## config.mk

```make
export PLATFORM = sky130hd
export DESIGN_NAME = asu_core
export DESIGN_NICKNAME = d
export VERILOG_FILES = /design/src/pkg/asu_pkg.sv /design/src/core/asu_core.sv
export SDC_FILE = /design/constraint.sdc
export NUM_CORES = 1
export LEC_CHECK = 0
export CAP_MARGIN = 20
export CORE_MARGIN = 2
export CORE_UTILIZATION = 40
export CTS_CLUSTER_DIAMETER = 60
export DETAILED_ROUTE_END_ITERATION = 8
export DONT_BUFFER_PORTS = 1
export GPL_TIMING_DRIVEN = 0
export PLACE_DENSITY_LB_ADDON = 0.12
export SYNTH_ARGS = -nofsm -noshare
export SYNTH_HDL_FRONTEND = slang
export SYNTH_SLANG_ARGS = --single-unit
```

## constraint.sdc

```tcl
create_clock -name CLK -period 1.9 [get_ports CLK]
set_input_delay 0.095 -clock CLK [delete_from_list [all_inputs] [get_ports CLK]]
set_output_delay 0.095 -clock CLK [all_outputs]
set_load 0.005 [all_outputs]
```

## src/pkg/asu_pkg.sv

```systemverilog
// package for the async serial transmitter: offsets, fields, states
// assumes a 32-bit apb register bus and a single clock domain
package asu_pkg;
    // register indices, byte address is four times the index
    localparam logic [5:0] ASU_CTRL_IDX = 6'h00;
    localparam logic [5:0] ASU_STAT_IDX = 6'h01;
    localparam logic [5:0] ASU_DATA_IDX = 6'h02;
    localparam logic [5:0] ASU_NINTH_IDX = 6'h03;
    localparam logic [5:0] ASU_BAUD_IDX = 6'h04;
    localparam logic [5:0] ASU_CFG2_IDX = 6'h1E;
    localparam int ASU_ADDR_W = 8;
    // reset values
    localparam logic [7:0] ASU_BAUD_RST = 8'h00;
    localparam logic ASU_CFG2_RST = 1'b0;
    // frame geometry and bit timing in rt ticks
    localparam logic [3:0] ASU_LEN8 = 4'hA;
    localparam logic [3:0] ASU_LEN9 = 4'hB;
    localparam logic [3:0] ASU_RT_LAST = 4'hF;
    localparam logic [3:0] ASU_RT_MID = 4'h7;
    localparam logic [11:0] ASU_ONES = 12'hFFF;

    typedef struct packed {
        logic rx_enable;
        logic tc_irq_enable;
        logic te_irq_enable;
        logic long_break_select;
        logic send_break;
        logic tx_invert;
        logic char9;
        logic tx_enable;
        logic module_enable;
    } asu_ctrl_t;
    localparam asu_ctrl_t ASU_CTRL_RST = 9'h000;

    typedef struct packed {
        logic break_flag;
        logic framing_error_flag;
        logic rx_full_flag;
        logic tx_complete_flag;
        logic tx_empty_flag;
    } asu_stat_t;
    localparam asu_stat_t ASU_STAT_RST = 5'h03;

    typedef enum logic [2:0] {
        ASU_TX_OFF = 3'b000,
        ASU_TX_PRE = 3'b001,
        ASU_TX_DATA = 3'b011,
        ASU_TX_IDLE = 3'b010,
        ASU_TX_BREAK = 3'b110,
        ASU_TX_TAIL = 3'b111
    } asu_tx_state_t;

    typedef enum logic [1:0] {
        ASU_RX_HUNT = 2'b00,
        ASU_RX_FRAME = 2'b01,
        ASU_RX_EXTRA = 2'b11
    } asu_rx_state_t;
endpackage

```

## src/core/asu_core.sv

```systemverilog
// async serial unit: transmitter, break/idle generation, minimal receiver
// assumes an apb master on CLK and an asynchronous serial line on RXD_I
//
// Chosen here: the placing of the registers and the APB register port.
`timescale 1ns/100ps
module asu_core
    import asu_pkg::*;
(
    // clock and reset
    input wire logic CLK,
    input wire logic RST,
    // apb slave
    input wire logic PSEL,
    input wire logic PENABLE,
    input wire logic PWRITE,
    input wire logic [asu_pkg::ASU_ADDR_W-1:0] PADDR,
    input wire logic [31:0] PWDATA,
    output logic [31:0] PRDATA,
    output logic PREADY,
    output logic PSLVERR,
    // serial pins
    input wire logic RXD_I,
    output logic TXD_O,
    output logic TXD_OE,
    // transmitter interrupt request
    output logic TX_IRQ
);
    import asu_pkg::*;

    function automatic logic [3:0] frame_len(input logic nine);
        frame_len = nine ? ASU_LEN9 : ASU_LEN8;
    endfunction

    asu_ctrl_t ctrl_reg;
    asu_stat_t stat_reg;
    logic tx_empty_reg, tx_cmpl_reg, rx_full_reg, fe_flag_reg, brk_flag_reg;
    logic [7:0] tx_buf_reg;
    logic tx_ninth_reg;
    logic [7:0] rx_data_reg;
    logic rx_ninth_reg;
    logic [7:0] baud_div_reg;
    logic baud_src_reg;
    logic armed_reg;
    logic pready_reg;
    logic [31:0] prdata_reg;
    logic pslverr_reg;
    logic [31:0] rd_data;
    logic rd_err;
    logic [5:0] idx;
    logic acc;
    logic wr_ctrl, wr_data, wr_ninth, wr_baud, wr_cfg2, rd_stat, rd_rxdata;

    logic [7:0] pre_reg;
    logic half_reg;
    logic rt_tick_reg;

    asu_tx_state_t tx_st_reg;
    asu_tx_state_t sel;
    logic [11:0] sh_reg;
    logic [11:0] pattern;
    logic [3:0] left_reg;
    logic [3:0] len;
    logic [3:0] tx_rt_reg;
    logic idle_q_reg;
    logic te_prev_reg;
    logic te_rise, bit_end, half_end, short_brk, char_done, go, load_data;
    logic txd_reg, txd_oe_reg, tx_irq_reg;

    logic rxd_s1_reg, rxd_s2_reg;
    asu_rx_state_t rx_st_reg;
    logic [3:0] rx_rt_reg;
    logic [3:0] rx_idx_reg;
    logic [11:0] rx_sh_reg;
    logic rx_done_reg, rx_fe_reg, brk_det_reg;

    // apb decode
    assign idx = PADDR[ASU_ADDR_W-1:2];
    assign acc = PSEL & PENABLE & pready_reg;
    assign wr_ctrl = acc & PWRITE & (idx == ASU_CTRL_IDX);
    assign wr_data = acc & PWRITE & (idx == ASU_DATA_IDX);
    assign wr_ninth = acc & PWRITE & (idx == ASU_NINTH_IDX);
    assign wr_baud = acc & PWRITE & (idx == ASU_BAUD_IDX);
    assign wr_cfg2 = acc & PWRITE & (idx == ASU_CFG2_IDX);
    assign rd_stat = acc & ~PWRITE & (idx == ASU_STAT_IDX);
    assign rd_rxdata = acc & ~PWRITE & (idx == ASU_DATA_IDX);

    always_comb
    begin
        rd_data = 32'h0000_0000;
        rd_err = 1'b0;
        if (PADDR[1:0] != 2'h0)
            rd_err = 1'b1;
        else if (idx == ASU_CTRL_IDX)
            rd_data = {23'h0, ctrl_reg};
        else if (idx == ASU_STAT_IDX)
            rd_data = {27'h0, stat_reg};
        else if (idx == ASU_DATA_IDX)
            rd_data = {24'h000000, rx_data_reg};
        else if (idx == ASU_NINTH_IDX)
            rd_data = {30'h0, rx_ninth_reg, tx_ninth_reg};
        else if (idx == ASU_BAUD_IDX)
            rd_data = {24'h000000, baud_div_reg};
        else if (idx == ASU_CFG2_IDX)
            rd_data = {31'h0, baud_src_reg};
        else
            rd_err = 1'b1;
    end

    // one wait-free access cycle after setup
    always_ff @(posedge CLK)
    begin
        if (RST)
        begin
            pready_reg <= 1'b0;
            prdata_reg <= 32'h0000_0000;
            pslverr_reg <= 1'b0;
        end
        else
        begin
            pready_reg <= PSEL & ~PENABLE;
            if (PSEL & ~PENABLE)
            begin
                prdata_reg <= PWRITE ? 32'h0000_0000 : rd_data;
                pslverr_reg <= rd_err;
            end
        end
    end

    // software-written registers
    always_ff @(posedge CLK)
    begin
        if (RST)
        begin
            ctrl_reg <= ASU_CTRL_RST;
            tx_buf_reg <= 8'h00;
            tx_ninth_reg <= 1'b0;
            baud_div_reg <= ASU_BAUD_RST;
            baud_src_reg <= ASU_CFG2_RST;
        end
        else
        begin
            if (wr_ctrl)
                ctrl_reg <= asu_ctrl_t'(PWDATA[8:0]);
            if (wr_data & armed_reg)
                tx_buf_reg <= PWDATA[7:0];
            if (wr_ninth)
                tx_ninth_reg <= PWDATA[0];
            if (wr_baud)
                baud_div_reg <= PWDATA[7:0];
            if (wr_cfg2)
                baud_src_reg <= PWDATA[0];
        end
    end

    // status read arms the empty-flag clear
    always_ff @(posedge CLK)
    begin
        if (RST)
            armed_reg <= 1'b0;
        else if (rd_stat)
            armed_reg <= 1'b1;
        else if (wr_data)
            armed_reg <= 1'b0;
    end

    // transmit flags, set wins over clear
    always_ff @(posedge CLK)
    begin
        if (RST || !ctrl_reg.module_enable)
        begin
            tx_empty_reg <= 1'b1;
            tx_cmpl_reg <= 1'b1;
        end
        else
        begin
            if (load_data || (char_done && !ctrl_reg.tx_enable))
                tx_empty_reg <= 1'b1;
            else if (wr_data && armed_reg)
                tx_empty_reg <= 1'b0;
            if (tx_st_reg == ASU_TX_OFF && !go && tx_empty_reg &&
                !ctrl_reg.send_break)
                tx_cmpl_reg <= 1'b1;
            else if ((wr_data && armed_reg) || go)
                tx_cmpl_reg <= 1'b0;
        end
    end

    // rt tick, sixteen per bit, source selectable
    always_ff @(posedge CLK)
    begin
        if (RST)
        begin
            pre_reg <= 8'h00;
            half_reg <= 1'b0;
            rt_tick_reg <= 1'b0;
        end
        else
        begin
            half_reg <= ~half_reg;
            if (baud_src_reg || half_reg)
            begin
                if (pre_reg >= baud_div_reg)
                begin
                    pre_reg <= 8'h00;
                    rt_tick_reg <= 1'b1;
                end
                else
                begin
                    pre_reg <= pre_reg + 8'h01;
                    rt_tick_reg <= 1'b0;
                end
            end
            else
                rt_tick_reg <= 1'b0;
        end
    end

    // transmitter control
    assign te_rise = ctrl_reg.tx_enable & ~te_prev_reg;
    assign bit_end = rt_tick_reg & (tx_rt_reg == ASU_RT_LAST);
    assign half_end = rt_tick_reg & (tx_rt_reg == ASU_RT_MID);
    assign short_brk = (tx_st_reg == ASU_TX_BREAK) & ~ctrl_reg.send_break
        & idle_q_reg & stat_reg.tx_empty_flag;
    assign char_done = (tx_st_reg != ASU_TX_OFF) & (left_reg == 4'h1)
        & (bit_end | (short_brk & half_end));

    always_comb
    begin
        sel = ASU_TX_OFF;
        if (!ctrl_reg.tx_enable)
            sel = ASU_TX_OFF;
        else if (tx_st_reg == ASU_TX_OFF && te_rise)
            sel = ASU_TX_PRE;
        else if (ctrl_reg.send_break)
            sel = ASU_TX_BREAK;
        else if (tx_st_reg == ASU_TX_BREAK && !idle_q_reg)
            sel = ASU_TX_TAIL;
        else if (idle_q_reg)
            sel = ASU_TX_IDLE;
        else if (!stat_reg.tx_empty_flag)
            sel = ASU_TX_DATA;
        go = (tx_st_reg == ASU_TX_OFF) ? (sel != ASU_TX_OFF) : char_done;
        load_data = go & (sel == ASU_TX_DATA);
    end

    always_comb
    begin
        len = frame_len(ctrl_reg.char9);
        pattern = ASU_ONES;
        case (sel)
            ASU_TX_DATA:
                if (ctrl_reg.char9)
                    pattern = {2'b11, tx_ninth_reg, tx_buf_reg, 1'b0};
                else
                    pattern = {3'b111, tx_buf_reg, 1'b0};
            ASU_TX_BREAK:
            begin
                pattern = 12'h000;
                len = len + {3'h0, ctrl_reg.long_break_select};
            end
            ASU_TX_TAIL:
                len = 4'h1;
            default:
                pattern = ASU_ONES;
        endcase
    end

    always_ff @(posedge CLK)
    begin
        if (RST || !ctrl_reg.module_enable)
            te_prev_reg <= 1'b0;
        else
            te_prev_reg <= ctrl_reg.tx_enable;
    end

    always_ff @(posedge CLK)
    begin
        if (RST || !ctrl_reg.module_enable)
        begin
            tx_st_reg <= ASU_TX_OFF;
            sh_reg <= ASU_ONES;
            left_reg <= 4'h0;
            tx_rt_reg <= 4'h0;
        end
        else if (go)
        begin
            tx_st_reg <= sel;
            sh_reg <= pattern;
            left_reg <= len;
            tx_rt_reg <= 4'h0;
        end
        else if (char_done)
        begin
            tx_st_reg <= ASU_TX_OFF;
            sh_reg <= ASU_ONES;
        end
        else if (tx_st_reg != ASU_TX_OFF && rt_tick_reg)
        begin
            tx_rt_reg <= tx_rt_reg + 4'h1;
            if (bit_end)
            begin
                sh_reg <= {1'b1, sh_reg[11:1]};
                left_reg <= left_reg - 4'h1;
            end
        end
    end

    always_ff @(posedge CLK)
    begin
        if (RST || !ctrl_reg.module_enable)
            idle_q_reg <= 1'b0;
        else if (go && sel == ASU_TX_IDLE)
            idle_q_reg <= 1'b0;
        else if (tx_st_reg != ASU_TX_OFF && te_rise)
            idle_q_reg <= 1'b1;
    end

    // pins and interrupt request
    always_ff @(posedge CLK)
    begin
        if (RST)
        begin
            txd_reg <= 1'b1;
            txd_oe_reg <= 1'b0;
            tx_irq_reg <= 1'b0;
        end
        else
        begin
            txd_reg <= sh_reg[0] ^ ctrl_reg.tx_invert;
            txd_oe_reg <= ctrl_reg.module_enable;
            tx_irq_reg <= ctrl_reg.module_enable &
                ((stat_reg.tx_empty_flag & ctrl_reg.te_irq_enable) |
                (stat_reg.tx_complete_flag & ctrl_reg.tc_irq_enable));
        end
    end

    // receive line synchroniser
    always_ff @(posedge CLK)
    begin
        if (RST)
        begin
            rxd_s1_reg <= 1'b1;
            rxd_s2_reg <= 1'b1;
        end
        else
        begin
            rxd_s1_reg <= RXD_I;
            rxd_s2_reg <= rxd_s1_reg;
        end
    end

    // receiver framing and break detection
    always_ff @(posedge CLK)
    begin
        if (RST || !ctrl_reg.module_enable || !ctrl_reg.rx_enable)
        begin
            rx_st_reg <= ASU_RX_HUNT;
            rx_rt_reg <= 4'h0;
            rx_idx_reg <= 4'h0;
            rx_sh_reg <= 12'h000;
            rx_done_reg <= 1'b0;
            rx_fe_reg <= 1'b0;
            brk_det_reg <= 1'b0;
        end
        else
        begin
            rx_done_reg <= 1'b0;
            brk_det_reg <= 1'b0;
            case (rx_st_reg)
                ASU_RX_HUNT:
                    if (rt_tick_reg && !rxd_s2_reg)
                    begin
                        rx_st_reg <= ASU_RX_FRAME;
                        rx_rt_reg <= 4'h0;
                        rx_idx_reg <= 4'h0;
                        rx_sh_reg <= 12'h000;
                    end
                ASU_RX_FRAME:
                    if (rt_tick_reg)
                    begin
                        rx_rt_reg <= rx_rt_reg + 4'h1;
                        if (rx_rt_reg == ASU_RT_MID)
                        begin
                            rx_sh_reg[rx_idx_reg] <= rxd_s2_reg;
                            rx_idx_reg <= rx_idx_reg + 4'h1;
                            if (rx_idx_reg == frame_len(ctrl_reg.char9) - 4'h1)
                            begin
                                rx_st_reg <= ASU_RX_HUNT;
                                if (rx_sh_reg == 12'h000 && !rxd_s2_reg)
                                begin
                                    if (ctrl_reg.long_break_select)
                                        rx_st_reg <= ASU_RX_EXTRA;
                                    else
                                        brk_det_reg <= 1'b1;
                                end
                                else
                                begin
                                    rx_done_reg <= 1'b1;
                                    rx_fe_reg <= ~rxd_s2_reg;
                                end
                            end
                        end
                    end
                default:
                    if (rt_tick_reg)
                    begin
                        rx_rt_reg <= rx_rt_reg + 4'h1;
                        if (rx_rt_reg == ASU_RT_MID)
                        begin
                            rx_st_reg <= ASU_RX_HUNT;
                            brk_det_reg <= ~rxd_s2_reg;
                            rx_done_reg <= rxd_s2_reg;
                            rx_fe_reg <= 1'b1;
                        end
                    end
            endcase
        end
    end

    // receive flags and data, set wins over the read clear
    always_ff @(posedge CLK)
    begin
        if (RST)
        begin
            rx_data_reg <= 8'h00;
            rx_ninth_reg <= 1'b0;
            rx_full_reg <= 1'b0;
            fe_flag_reg <= 1'b0;
            brk_flag_reg <= 1'b0;
        end
        else if (brk_det_reg)
        begin
            rx_data_reg <= 8'h00;
            rx_ninth_reg <= 1'b0;
            rx_full_reg <= 1'b1;
            fe_flag_reg <= 1'b1;
            brk_flag_reg <= 1'b1;
        end
        else if (rx_done_reg)
        begin
            rx_data_reg <= rx_sh_reg[8:1];
            rx_ninth_reg <= ctrl_reg.char9 ? rx_sh_reg[9] : rx_sh_reg[8];
            rx_full_reg <= 1'b1;
            fe_flag_reg <= rx_fe_reg;
        end
        else if (rd_rxdata)
        begin
            rx_full_reg <= 1'b0;
            fe_flag_reg <= 1'b0;
            brk_flag_reg <= 1'b0;
        end
    end

    assign stat_reg = asu_stat_t'({brk_flag_reg, fe_flag_reg, rx_full_reg,
        tx_cmpl_reg, tx_empty_reg});
    assign PRDATA = prdata_reg;
    assign PREADY = pready_reg;
    assign PSLVERR = pslverr_reg;
    assign TXD_O = txd_reg;
    assign TXD_OE = txd_oe_reg;
    assign TX_IRQ = tx_irq_reg;
endmodule // asu_core

```

==> results.yml <==
floorplan:
  die_area_um2: 15400
  core_area_um2: 14000
  fp.dieW_um: 124
  pin_count: 83
  rows: 43
  initial_core_util_pct: 41.3
  die_h_um: 124
clock_network:
  numCtsBuffers: 17
  clkLatencyLatePin_ns: 0.41
  cts_max_path_buffers: 2
  clkTransAtPathRegs_ns: 0.05
  root_buffer: "clkbuf_16"
  cts.sinks: 118
  tritoncts: "built"
  cts_max_level: 4
logic_synthesis:
  syn-mean-instance-area_um2: 8.41
  ys.flop_type: "dfxtp_1"
  yosys_warnings: 0
  synth_top_cell_area_share_pct: 40.9
  synthesis.area_um2: 5780
  synth_area_leaders: "dfxtp_1, mux2i_1, nor2_1, a21oi_1, ha_1"
  synthCells: 687
  async_flop_share_pct: 0
  synth_top_area_cell: "dfxtp_1"
  ys_types: 62
  yosysSeqAreaShare_pct: 40.9
  yosys_register_bits: 118
  synth_edf_count: 0
placed_design:
  numPortBuffers: 0
  dpl_cell_area_um2: 6090
  place.gp.congestion: 0.905
  dp.final_hpwl_um: 10800
critical_path:
  critPathKind: "flip-flop to flip-flop"
  crit_path_start_kind: "flip-flop"
  path_max_fanout: 6
  required_ns: 2.17
  worst_setup_path_end_kind: "flip-flop"
  cp.arrival_ns: 2.17
  r2r_start: "tx_st_reg[0]$_SDFFE_PP0P_"
  ff2ff_setup_slack_ns: -0.003
  reg2reg_depth: 7
  r2r-end: "sh_reg[1]$_SDFFE_PP1P_"
timing:
  fin_skew_ns: 0.00974
  slew_headroom_pct: 45.0
  setup_viol: 2
  finalHoldViolCount: 0
  rsz0062_at_grt: "true"
  period_share_pct: 100
  period_needed_ns: 1.90
  final_max_slew_viol_count: 0
  postLayoutSetupSlackWorst_ns: -0.00330
  tns_ns: -0.00491
  timing.fmax_ghz: 0.525
  max_slew.worst_pin.slew_ns: 0.817
drt:
  wl_um: 15500
  vias_per_cell: 5.48
  first_iter_violations: 330
  drc: 0
  num_vias: 5209
  antenna_left: 0
  dr.pass1.iters: 5
  wl_per_cell_um: 16.3
cells_and_area:
  finalNetCount: 822
  layout_common_cells: "dfxtp_1, nor2_1, a21oi_1, nand2_1, buf_4"
  layout_commonest_cell: "dfxtp_1"
  syn2layout_area_growth_pct: 23.5
  antenna_cells: 0
  stdcell_area_um2: 7140
  drive_gt1_share_pct: 17.4
grt:
  grt_pass1_vias: 4859
  grtUsageMet2_pct: 33.2
  grt_usage_pct: 19.9
  grt_remaining_overflow: 0
  use_met1_pct: 25.3
  grt_pass1_wl_um: 24800
  grt_max_degree: 17
  top_usage_layer: "met2"
  antenna_found_initial: 0
  use_met3_pct: 4.65
worst_hold_path:
  hp-start: "PADDR[6]"
  hold_class: "input pin to flip-flop"
  min_path_cells: 4
  hold_end: "baud_src_reg$_SDFFE_PP0P_"
status:
  status: "complete, but fails checks"
  failed_checks: "negative setup slack"
job:
  maxCapViolations: 0
pwr:
  vdd_drop_max_uv: 615
  p_leak_nw: 2.69
  p_per_area_nw_per_um2: 819
[critical path, stage by stage, from the launching register on]
cell	delay, ns
dfxtp_2	0.34
or4b_4	0.55
a41o_4	0.28
o21ai_4	0.09
o211ai_1	0.17
buf_4	0.20
o21ai_2	0.06
a31oi_1	0.09
[timing repair]
item | in CTS | in global routing
hold buffers | 14 | 0
setup endpoints to repair | 34 | 43
cloned | 1 | 1
hold endpoints to repair | 31 | 0
resized for setup | 23 | 41
pin swaps | 8 | 21
buffers inserted | 7 | 12
[layer usage]
layer  up-vias  share of wire [%]
met5         -                  0
met2       144                 48
li1       2536                  -
met1      2502                 45
met4         0                1.9
met3        27                5.3
[how the worst max path moves through the flow]
stage	startpoint	endpoint	slack, ns	depth (start not counted)
global route	tx_st_reg[0]$_SDFFE_PP0P_	sh_reg[1]$_SDFFE_PP1P_	-0.06	7
floorplan	tx_st_reg[2]$_SDFFE_PP0P_	tx_empty_reg$_SDFFE_PP1P_	0.05	6
finish	tx_st_reg[0]$_SDFFE_PP0P_	sh_reg[1]$_SDFFE_PP1P_	-0.003	7
detailed placement	tx_st_reg[0]$_SDFFE_PP0P_	sh_reg[7]$_SDFFE_PP1P_	-0.20	7
global placement	tx_empty_reg$_SDFFE_PP1P_	tx_cmpl_reg$_SDFFE_PP1P_	-0.19	6
CTS	rx_rt_reg[0]$_SDFFE_PP0P_	rx_sh_reg[3]$_SDFFE_PP0P_	0.004	7
[power breakdown]
group / internal [W] / switching [W] / leakage, nW
Clock: 0.00202 / 0.00110 / 0.283
Combinational: 0.000107 / 0.000131 / 1.45
Sequential: 0.00248 / 0.00000621 / 0.957
Total: 0.00461 / 0.00123 / 2.69
[cells in the mapped netlist (7+ instances only)]
| cell type | instances |
|---|---|
| mux2i_1 | 37 |
| nor3_1 | 19 |
| nand2_1 | 55 |
| dfxtp_1 | 118 |
| clkbuf_1 | 27 |
| nand4_1 | 9 |
| xnor2_1 | 8 |
| xor2_1 | 7 |
| nor2_1 | 90 |
| o21ai_0 | 34 |
| a21oi_1 | 57 |
| ha_1 | 18 |
| inv_1 | 23 |
| a211oi_1 | 7 |
| buf_4 | 28 |
| nand3_1 | 24 |
| nand2b_1 | 8 |
| a22oi_1 | 10 |
[cells by family after synthesis]
family          share of synthesized area, %
other cells                           0.0649
fa+ha+maj                               3.90
buf+inv                                 7.51
mux                                     7.38
simple gates                            21.3
compound gates                          16.7
flops                                   40.9
xor+xnor                                2.27
[area by class of cell]
cell class / instances / area [um2]
Multi-Input combinational cell: 506 / 3250
Clock buffer: 23 / 478
Sequential cell: 118 / 2380
Buffer: 58 / 330
Tap cell: 180 / 225
Inverter: 23 / 86.3
Fill cell: 1352 / 6850
Clock inverter: 9 / 100
Timing Repair Buffer: 34 / 288
[through the flow]
step	hold WS (ns)	power [W]	util, %	instances	setup slack (ns)
after floorplan	0.192	0.00268	-	709	0.0469
after global placement	0.197	0.00271	43.5	889	-0.195
after detailed placement	0.199	0.00271	43.5	889	-0.199
after CTS	0.00895	0.00588	49.7	940	0.00364
after global routing	0.0668	0.00603	51.0	951	-0.0568
final	0.0326	0.00584	51.0	951	-0.00330
Power figures use the tool's default switching activity.
